--- src/include/ctrl_channel_gpio_cfg_defs.vh ---
`ifndef CTRL_CHANNEL_GPIO_CFG_DEFS_VH
`define CTRL_CHANNEL_GPIO_CFG_DEFS_VH

// ----------------------------------------
// Register byte addresses (index times four)
// ----------------------------------------
`define IDX_BRIDGE_CFG      8'h0d
`define IDX_GPIO_FWD        8'h0e
`define IDX_DET_THR         8'h0f
`define IDX_DET_COUNT       8'h10
`define IDX_ERR_SEL         8'h08
`define IDX_IRQ_STATUS      8'h20
`define IDX_IRQ_MASK        8'h21
`define ADDR_BRIDGE_CFG     {`IDX_BRIDGE_CFG, 2'b00}
`define ADDR_GPIO_FWD       {`IDX_GPIO_FWD, 2'b00}
`define ADDR_DET_THR        {`IDX_DET_THR, 2'b00}
`define ADDR_DET_COUNT      {`IDX_DET_COUNT, 2'b00}
`define ADDR_ERR_SEL        {`IDX_ERR_SEL, 2'b00}
`define ADDR_IRQ_STATUS     {`IDX_IRQ_STATUS, 2'b00}
`define ADDR_IRQ_MASK       {`IDX_IRQ_MASK, 2'b00}

// ----------------------------------------
// Field positions
// ----------------------------------------
`define BIT_LOCAL_ACK       7
`define SH_HI               6
`define SH_LO               5
`define RATE_HI             4
`define RATE_LO             2
`define TO_HI               1
`define TO_LO               0
`define BIT_FWD_EN          5
`define BIT_TRIG_IN         4
`define BIT_PIN1_OUT        3
`define BIT_PIN1_IN         2
`define BIT_PIN0_OUT        1
`define BIT_PIN0_IN         0

// ----------------------------------------
// Reset values
// ----------------------------------------
`define RST_BRIDGE_CFG      8'h36
`define RST_GPIO_FWD_W      8'h6a
`define RST_DET_THR         8'h00
`define RST_DET_COUNT       8'h00
`define RST_ERR_SEL         2'h0
`define RST_IRQ_MASK        2'h0

// ----------------------------------------
// Timeout counts in microseconds, and the clock rate
// ----------------------------------------
`define CLK_MHZ             250
`define TO_US_0             64
`define TO_US_1             256
`define TO_US_2             1024

`endif

--- src/ctrl_channel_gpio_cfg_regs.v ---
`timescale 1ns/1ps
`include "ctrl_channel_gpio_cfg_defs.vh"
// Notes on behaviour
// - With local-ack set, slave acknowledges locally when forward channel is down.
// - Two-bit setup/hold select, codes 00..11 give four timings, resets to 01.
// - Three-bit master bit-rate select, eight rates, resets to 101.
// - Two-bit remote timeout select: 64, 256, 1024 us or none; resets 10.
// - Input level is forwarded to the far end only while forward enable is set.
// - Eight-bit read/write detected-error threshold, resets to zero.
// - With error select 00, error flag rises when count exceeds threshold.
// - Detected-error count is an eight-bit read-only register resetting to zero.
module ctrl_channel_gpio_cfg_regs
#(
  parameter TIMEOUT_US_0 = `TO_US_0,
  parameter TIMEOUT_US_1 = `TO_US_1,
  parameter TIMEOUT_US_2 = `TO_US_2
)
(
  // Clock and reset
  input  wire        clk,
  input  wire        rst_n,
  // AXI4-Lite write address
  input  wire [9:0]  s_axi_awaddr,
  input  wire        s_axi_awvalid,
  output reg         s_axi_awready,
  // AXI4-Lite write data
  input  wire [31:0] s_axi_wdata,
  input  wire [3:0]  s_axi_wstrb,
  input  wire        s_axi_wvalid,
  output reg         s_axi_wready,
  // AXI4-Lite write response
  output reg  [1:0]  s_axi_bresp,
  output reg         s_axi_bvalid,
  input  wire        s_axi_bready,
  // AXI4-Lite read address
  input  wire [9:0]  s_axi_araddr,
  input  wire        s_axi_arvalid,
  output reg         s_axi_arready,
  // AXI4-Lite read data
  output reg  [31:0] s_axi_rdata,
  output reg  [1:0]  s_axi_rresp,
  output reg         s_axi_rvalid,
  input  wire        s_axi_rready,
  // Bridge control
  input  wire        fwdChannelUp,
  input  wire        bridgeAckRequest,
  output reg         bridgeLocalAck,
  output reg  [1:0]  bridgeSlaveSetupHoldSel,
  output reg  [2:0]  bridgeMasterRateSel,
  output reg  [1:0]  bridgeSlaveTimeoutSel,
  input  wire        bridgeRemoteWaitStart,
  input  wire        bridgeRemoteDone,
  output reg         bridgeRemoteTimeout,
  // Input forwarding and pins
  input  wire        triggerInputLevel,
  output reg         triggerForwardLevel,
  output reg         triggerForwardValid,
  input  wire        pin0In,
  input  wire        pin1In,
  output reg         pin0Out,
  output reg         pin0Oe_n,
  output reg         pin1Out,
  output reg         pin1Oe_n,
  // Error counting
  input  wire        detectedErrorPulse,
  output reg         errorFlag,
  output reg         irq
);

  // ----------------------------------------
  // Registers
  // ----------------------------------------
  reg  [7:0]  bridgeCfg_reg;
  reg         fwdEnable_reg;
  reg  [1:0]  gpioReserved_reg;
  reg         pin1Drive_reg;
  reg         pin0Drive_reg;
  reg  [7:0]  detected_error_threshold_reg;
  reg  [7:0]  detCount_reg;
  reg  [1:0]  error_flag_source_sel_reg;
  reg  [1:0]  irqStatus_reg;
  reg  [1:0]  irqMask_reg;
  reg  [2:0]  trigSync_reg;
  reg  [2:0]  pin0Sync_reg;
  reg  [2:0]  pin1Sync_reg;
  reg         trigLevel_reg;
  reg         pin0Level_reg;
  reg         pin1Level_reg;
  reg         errFlagPrev_reg;
  reg  [17:0] toCount_reg;
  reg         toActive_reg;
  reg  [9:0]  awAddr_reg;
  reg         awHave_reg;
  reg  [31:0] wData_reg;
  reg  [3:0]  wStrb_reg;
  reg         wHave_reg;

  wire        doWrite;
  wire [7:0]  gpioReadByte;
  wire        errNow;
  wire        toLimitHit;
  reg  [17:0] toLimit;
  localparam [7:0] gpioRstVal = `RST_GPIO_FWD_W;
  // Cycles per microsecond count, cut to the counter width
  function [17:0] usToCycles;
    input integer us;
    reg [31:0] prod;
    begin
      prod = us * `CLK_MHZ;
      usToCycles = prod[17:0];
    end
  endfunction
  // ----------------------------------------
  // Write channel
  // ----------------------------------------
  // Address and data taken in either order; response once both are held
  assign doWrite = awHave_reg && wHave_reg && !s_axi_bvalid;
  always @(posedge clk or negedge rst_n)
  begin
    if (!rst_n)
    begin
      awHave_reg    <= 1'b0;
      wHave_reg     <= 1'b0;
      awAddr_reg    <= 10'h000;
      wData_reg     <= 32'h00000000;
      wStrb_reg     <= 4'h0;
      s_axi_awready <= 1'b0;
      s_axi_wready  <= 1'b0;
      s_axi_bvalid  <= 1'b0;
      s_axi_bresp   <= 2'h0;
    end
    else
    begin
      s_axi_awready <= !awHave_reg && !(s_axi_awvalid && s_axi_awready);
      s_axi_wready  <= !wHave_reg && !(s_axi_wvalid && s_axi_wready);
      if (s_axi_awvalid && s_axi_awready)
      begin
        awHave_reg <= 1'b1;
        awAddr_reg <= s_axi_awaddr;
      end
      if (s_axi_wvalid && s_axi_wready)
      begin
        wHave_reg <= 1'b1;
        wData_reg <= s_axi_wdata;
        wStrb_reg <= s_axi_wstrb;
      end
      if (doWrite)
      begin
        s_axi_bvalid <= 1'b1;
        case (awAddr_reg[9:2])
          `IDX_BRIDGE_CFG, `IDX_GPIO_FWD, `IDX_DET_THR, `IDX_DET_COUNT,
          `IDX_ERR_SEL, `IDX_IRQ_STATUS, `IDX_IRQ_MASK: s_axi_bresp <= 2'h0;
          default: s_axi_bresp <= 2'h2;
        endcase
      end
      if (s_axi_bvalid && s_axi_bready)
      begin
        s_axi_bvalid <= 1'b0;
        awHave_reg   <= 1'b0;
        wHave_reg    <= 1'b0;
      end
    end
  end
  // ----------------------------------------
  // Pin synchronisers
  // ----------------------------------------
  always @(posedge clk or negedge rst_n)
  begin
    if (!rst_n)
    begin
      trigSync_reg  <= 3'h0;
      pin0Sync_reg  <= 3'h0;
      pin1Sync_reg  <= 3'h0;
      trigLevel_reg <= 1'b0;
      pin0Level_reg <= 1'b0;
      pin1Level_reg <= 1'b0;
    end
    else
    begin
      trigSync_reg <= {trigSync_reg[1:0], triggerInputLevel};
      pin0Sync_reg <= {pin0Sync_reg[1:0], pin0In};
      pin1Sync_reg <= {pin1Sync_reg[1:0], pin1In};
      // Change accepted once stages two and three agree
      if (trigSync_reg[2] == trigSync_reg[1])
        trigLevel_reg <= trigSync_reg[2];
      if (pin0Sync_reg[2] == pin0Sync_reg[1])
        pin0Level_reg <= pin0Sync_reg[2];
      if (pin1Sync_reg[2] == pin1Sync_reg[1])
        pin1Level_reg <= pin1Sync_reg[2];
    end
  end

  // ----------------------------------------
  // Configuration registers
  // ----------------------------------------
  always @(posedge clk or negedge rst_n)
  begin
    if (!rst_n)
    begin
      bridgeCfg_reg    <= `RST_BRIDGE_CFG;
      fwdEnable_reg    <= gpioRstVal[`BIT_FWD_EN];
      gpioReserved_reg <= gpioRstVal[7:6];
      pin1Drive_reg    <= gpioRstVal[`BIT_PIN1_OUT];
      pin0Drive_reg    <= gpioRstVal[`BIT_PIN0_OUT];
      detected_error_threshold_reg       <= `RST_DET_THR;
      error_flag_source_sel_reg       <= `RST_ERR_SEL;
      irqMask_reg      <= `RST_IRQ_MASK;
    end
    else if (doWrite && wStrb_reg[0])
    begin
      case (awAddr_reg[9:2])
        `IDX_BRIDGE_CFG: bridgeCfg_reg <= wData_reg[7:0];
        `IDX_GPIO_FWD:
        begin
          gpioReserved_reg <= wData_reg[7:6];
          fwdEnable_reg    <= wData_reg[`BIT_FWD_EN];
          pin1Drive_reg    <= wData_reg[`BIT_PIN1_OUT];
          pin0Drive_reg    <= wData_reg[`BIT_PIN0_OUT];
        end
        `IDX_DET_THR: detected_error_threshold_reg <= wData_reg[7:0];
        `IDX_ERR_SEL: error_flag_source_sel_reg <= wData_reg[1:0];
        `IDX_IRQ_MASK: irqMask_reg <= wData_reg[1:0];
        default: ;
      endcase
    end
  end
  // ----------------------------------------
  // Error count, error flag, timeout
  // ----------------------------------------
  // Only code 00 compares the detected count; other codes use absent counters
  assign errNow = (error_flag_source_sel_reg == 2'h0) && (detCount_reg > detected_error_threshold_reg);
  always @*
  begin
    case (bridgeCfg_reg[`TO_HI:`TO_LO])
      2'h0: toLimit = usToCycles(TIMEOUT_US_0);
      2'h1: toLimit = usToCycles(TIMEOUT_US_1);
      default: toLimit = usToCycles(TIMEOUT_US_2);
    endcase
  end
  assign toLimitHit = toActive_reg && (toCount_reg >= toLimit - 18'h1);
  always @(posedge clk or negedge rst_n)
  begin
    if (!rst_n)
    begin
      detCount_reg    <= `RST_DET_COUNT;
      errFlagPrev_reg <= 1'b0;
      toCount_reg     <= 18'h00000;
      toActive_reg    <= 1'b0;
    end
    else
    begin
      // Saturates so a long error burst never wraps below the threshold
      if (detectedErrorPulse && detCount_reg != 8'hff)
        detCount_reg <= detCount_reg + 8'h01;
      errFlagPrev_reg <= errNow;
      if (bridgeRemoteDone || toLimitHit)
      begin
        toActive_reg <= 1'b0;
        toCount_reg  <= 18'h00000;
      end
      else if (bridgeRemoteWaitStart && bridgeCfg_reg[`TO_HI:`TO_LO] != 2'h3)
      begin
        toActive_reg <= 1'b1;
        toCount_reg  <= 18'h00000;
      end
      else if (toActive_reg)
        toCount_reg <= toCount_reg + 18'h00001;
    end
  end
  // ----------------------------------------
  // Interrupt status: bit0 error rise, bit1 remote timeout
  // ----------------------------------------
  always @(posedge clk or negedge rst_n)
  begin
    if (!rst_n)
      irqStatus_reg <= 2'h0;
    else
    begin
      // Set wins over the write-one clear
      irqStatus_reg <= (irqStatus_reg & ~((doWrite && wStrb_reg[0] &&
                        awAddr_reg[9:2] == `IDX_IRQ_STATUS) ? wData_reg[1:0] : 2'h0))
                       | {toLimitHit, errNow && !errFlagPrev_reg};
    end
  end
  // ----------------------------------------
  // Outputs
  // ----------------------------------------
  always @(posedge clk or negedge rst_n)
  begin
    if (!rst_n)
    begin
      bridgeLocalAck          <= 1'b0;
      bridgeSlaveSetupHoldSel <= 2'h0;
      bridgeMasterRateSel     <= 3'h0;
      bridgeSlaveTimeoutSel   <= 2'h0;
      bridgeRemoteTimeout     <= 1'b0;
      triggerForwardLevel     <= 1'b0;
      triggerForwardValid     <= 1'b0;
      pin0Out                 <= 1'b0;
      pin1Out                 <= 1'b0;
      pin0Oe_n                <= 1'b1;
      pin1Oe_n                <= 1'b1;
      errorFlag               <= 1'b0;
      irq                     <= 1'b0;
    end
    else
    begin
      bridgeLocalAck <= bridgeCfg_reg[`BIT_LOCAL_ACK] && !fwdChannelUp
                        && bridgeAckRequest;
      bridgeSlaveSetupHoldSel <= bridgeCfg_reg[`SH_HI:`SH_LO];
      bridgeMasterRateSel     <= bridgeCfg_reg[`RATE_HI:`RATE_LO];
      bridgeSlaveTimeoutSel   <= bridgeCfg_reg[`TO_HI:`TO_LO];
      bridgeRemoteTimeout     <= toLimitHit;
      triggerForwardValid     <= fwdEnable_reg;
      triggerForwardLevel     <= fwdEnable_reg && trigLevel_reg;
      // Open-drain style pins: a high is released so the far side can drive low
      pin0Out  <= 1'b0;
      pin1Out  <= 1'b0;
      pin0Oe_n <= pin0Drive_reg;
      pin1Oe_n <= pin1Drive_reg;
      errorFlag <= errNow;
      irq <= |(irqStatus_reg & irqMask_reg);
    end
  end
  // ----------------------------------------
  // Read channel
  // ----------------------------------------
  assign gpioReadByte = {gpioReserved_reg, fwdEnable_reg, trigLevel_reg,
                         pin1Drive_reg, pin1Level_reg, pin0Drive_reg, pin0Level_reg};
  always @(posedge clk or negedge rst_n)
  begin
    if (!rst_n)
    begin
      s_axi_arready <= 1'b0;
      s_axi_rvalid  <= 1'b0;
      s_axi_rdata   <= 32'h00000000;
      s_axi_rresp   <= 2'h0;
    end
    else
    begin
      s_axi_arready <= !s_axi_rvalid && !(s_axi_arvalid && s_axi_arready);
      if (s_axi_arvalid && s_axi_arready)
      begin
        s_axi_rvalid <= 1'b1;
        s_axi_rresp  <= 2'h0;
        case (s_axi_araddr[9:2])
          `IDX_BRIDGE_CFG: s_axi_rdata <= {24'h000000, bridgeCfg_reg};
          `IDX_GPIO_FWD:   s_axi_rdata <= {24'h000000, gpioReadByte};
          `IDX_DET_THR:    s_axi_rdata <= {24'h000000, detected_error_threshold_reg};
          `IDX_DET_COUNT:  s_axi_rdata <= {24'h000000, detCount_reg};
          `IDX_ERR_SEL:    s_axi_rdata <= {30'h00000000, error_flag_source_sel_reg};
          `IDX_IRQ_STATUS: s_axi_rdata <= {30'h00000000, irqStatus_reg};
          `IDX_IRQ_MASK:   s_axi_rdata <= {30'h00000000, irqMask_reg};
          default:
          begin
            s_axi_rdata <= 32'h00000000;
            s_axi_rresp <= 2'h2;
          end
        endcase
      end
      else if (s_axi_rvalid && s_axi_rready)
        s_axi_rvalid <= 1'b0;
    end
  end

endmodule

--- config.mk ---
export PLATFORM = sky130hd
export DESIGN_NAME = ctrl_channel_gpio_cfg_regs
export DESIGN_NICKNAME = d
export VERILOG_FILES = /design/src/ctrl_channel_gpio_cfg_regs.v
export VERILOG_INCLUDE_DIRS = /design/src /design/src/include
export SDC_FILE = /design/constraint.sdc
export NUM_CORES = 1
export LEC_CHECK = 0
export BUFFER_PORTS_ARGS = -buffer_cell sky130_fd_sc_hd__clkbuf_2
export CAP_MARGIN = 20
export CORE_UTILIZATION = 30
export CTS_BUF_LIST = sky130_fd_sc_hd__clkbuf_4 sky130_fd_sc_hd__clkbuf_8
export CTS_CLUSTER_DIAMETER = 60
export DETAILED_ROUTE_END_ITERATION = 8
export SETUP_SLACK_MARGIN = 0.2
export SLEW_MARGIN = 20
export SYNTH_ARGS = -nofsm -noshare
export SYNTH_HDL_FRONTEND = slang
export SYNTH_SLANG_ARGS = --single-unit
export TNS_END_PERCENT = 30
--- constraint.sdc ---
create_clock -name clk -period 1.9 [get_ports clk]
set_input_delay 0.095 -clock clk [delete_from_list [all_inputs] [get_ports clk]]
set_output_delay 0.095 -clock clk [all_outputs]
set_load 0.01 [all_outputs]
==> flow_metrics.py <==
metrics = {
    "outcome": {
        "status": "complete, but fails checks",
        "failed_checks": "negative setup slack",
    },
    "worst_setup_path": {
        "start_kind": "flop",
        "required_ps": 2240,
        "path_max_fanout": 4,
        "cp.arrival_ps": 2420,
        "crit_type": "reg2reg",
        "cp-end-kind": "flop",
    },
    "power": {
        "ir_drop_uv": 865.4,
        "leakage_nw": 3.330,
        "power_density_nw_per_um2": 1017,
        "power_mw": 7.481,
    },
    "final_layout": {
        "nFillCells": 1706,
        "largest_reg_flops": 18,
        "antenna-diode-count": 0,
        "fin_area_um2": 7355,
        "final_core_util_pct": 41.08,
        "fin_nets": 706,
        "instances_no_fill": 857,
        "drive_above_1_share_pct": 40.61,
        "syn_to_final_growth_pct": 34.45,
    },
    "floorplan": {
        "initial_utilization_pct": 30.56,
        "num_io_pins": 129,
        "fp.coreArea_um2": 17900,
        "die_h_um": 137.0,
        "placement_rows": 49,
        "die_w_um": 137.0,
        "dieArea_um2": 18780,
    },
    "routing": {
        "drtIter0Drc": 225,
        "dr.pass1.iters": 5,
        "finalWirelength_um": 13170,
        "num_vias": 4072,
        "routedWlPerCell_um": 15.37,
        "drtAntennaViolNets": 0,
        "drc_errors": 0,
        "routed_via_density": 4.751,
    },
    "clock_tree": {
        "numClockSinks": 115,
        "clock_path_buffers": 2,
        "htreeDepth": 4,
        "insertion_delay_ps": 450,
        "root_buffer": "clkbuf_8",
        "numCtsBuffers": 17,
        "cts_tree": "done",
        "clkTransAtPathRegs_ps": 70,
    },
    "global_routing": {
        "track_usage_pct": 14.48,
        "antenna_found_initial": 1,
        "grt_start_max_net_pins": 52,
        "grt-ovfl-total": 0,
        "grt_pass1_wl_um": 20410,
        "grt_pass1_vias": 4071,
    },
    "placement": {
        "dp_worst_setup_slack_ps": -234.4,
        "numPortBuffers": 69,
        "gp_congestion": 0.8071,
        "dpl_cell_area_um2": 6207,
        "place_hpwl_um": 9264,
        "dpl.cell_count": 792,
    },
    "synth": {
        "ys_types": 59,
        "yosysMostFrequentCell": "dfrtp_1",
        "synth_edf_count": 0,
        "ys_top_cells_by_count": "dfrtp_1, mux2_2, nand2_1",
        "seq_area_frac_synth_pct": 52.84,
        "synth_area_leader_cell": "dfrtp_1",
        "async_flop_share_pct": 100.0,
        "postSynthCellCount": 478,
        "ys_ff_latch": 115,
        "yosys_warnings": 0,
        "synth_ff_type": "dfrtp_1",
        "yosys.area.top_type_share_pct": 48.03,
        "synth_area_um2": 5470,
        "synth.area.top_cells": "dfrtp_1, mux2_2, dfstp_2",
        "syn_area_per_cell_um2": 11.44,
    },
    "timing": {
        "whs_ps": 35.94,
        "min_period_ps": 2082,
        "clock.fmax_ghz": 0.4804,
        "slew_violations": 0,
        "tightest_slew_ps": 545.4,
        "grt_setup_unrepaired": "yes",
        "setup-violations-final": 21,
        "setup_tns_ps": -3243,
        "setup_ws_ps": -181.8,
        "finalCritPeriodShare_pct": 109.6,
        "skew_ps": 14.11,
        "final-hold-violation-count": 0,
        "slew_headroom_pct": 63.48,
    },
    "flow_run": {
        "drv_cap": 0,
    },
    "worst_hold_path": {
        "hp-class": "in2reg",
    },
}
power breakdown:
| part | internal (mW) | switching (mW) |
|---|---|---|
| clock | 1.50 | 1.03 |
| sequential | 2.91 | 0.488 |
| combinational | 0.796 | 0.764 |
| total | 5.20 | 2.28 |
routing by layer:
layer | routed length, um | GRT usage, % | vias up
li1 | - | - | 1925
met1 | 5759 | 17.76 | 2019
met2 | 6564 | 23.46 | 107
met3 | 625 | 4.889 | 21
met4 | 221 | 5.372 | 0
met5 | 0 | 0 | -
final cells by class:
type,count,area [um2],area share [%]
clock buffer,19,261.5,3.556
clock inverter,13,181.4,2.467
inverter,21,78.83,1.072
multi-input combinational,330,2711,36.87
sequential,115,2890,39.30
tap,229,286.5,3.896
timing repair buffer,130,944.7,12.84
placed cells by master (no fill, tap or decap), types with 6 or more instances in the layout:
cell           instances
dfrtp_1              105
clkbuf_2              68
mux2_2                36
nand2_1               30
dlygate4sd3_1         29
conb_1                28
buf_4                 26
inv_1                 20
clkbuf_8              19
nor2_1                15
o21ai_0               15
xnor2_1               14
ha_1                  12
nand4_1               11
nand3_1               10
dfstp_2               10
nor2_4                 9
nor2_2                 9
nor3_1                 9
xor2_1                 9
a21oi_1                8
ha_4                   8
mux2_4                 7
a21oi_2                6
o21ai_2                6
a222oi_1               6
worst max-delay path, cell delays in order (launching register included):
cell	delay [ps]
dfstp_2	620
nor2b_4	80
ha_4	220
and4_1	190
and4bb_4	190
nor4b_4	290
buf_4	170
nor2_1	50
a21o_1	150
worst paths after layout:
kind | startpoint | endpoint | slack, ps | cells past startpoint
min in group asynchronous | rst_n | trigLevel_reg | 130 | 2
worst min-delay path | s_axi_araddr[5] | s_axi_rresp[1] | 40 | 4
worst min register to register | trigSync_reg[0] | trigSync_reg[1] | 350 | 0
max in group asynchronous | rst_n | pin1Oe_n | 1070 | 3
worst max-delay path | bridgeCfg_reg[1] | irqStatus_reg[1] | -180 | 8
worst max register to register | bridgeCfg_reg[1] | irqStatus_reg[1] | -180 | 8
what timing repair did:
action / in CTS / in global routing
endpoints found under the hold margin: 116 / 0
hold buffers: 29 / 0
pin swaps: 15 / 13
gates resized for setup: 34 / 56
buffers inserted: 3 / 0
cloned: 1 / 0
setup endpoints to repair: 39 / 46
cells by family (layout without fill, tap and decap cells):
kind of cell / count (synthesis) / in the layout / share of synthesized area (%)
compound gates: 70 / 70 / 8.509
simple gates: 142 / 142 / 14.36
other cells: 1 / 28 / 0.06855
xor+xnor: 24 / 24 / 3.843
flops: 115 / 115 / 52.84
fa+ha+maj: 23 / 23 / 5.124
mux: 43 / 43 / 8.852
buf+inv: 60 / 183 / 6.404
No activity file was read; power rests on OpenSTA's default activity.
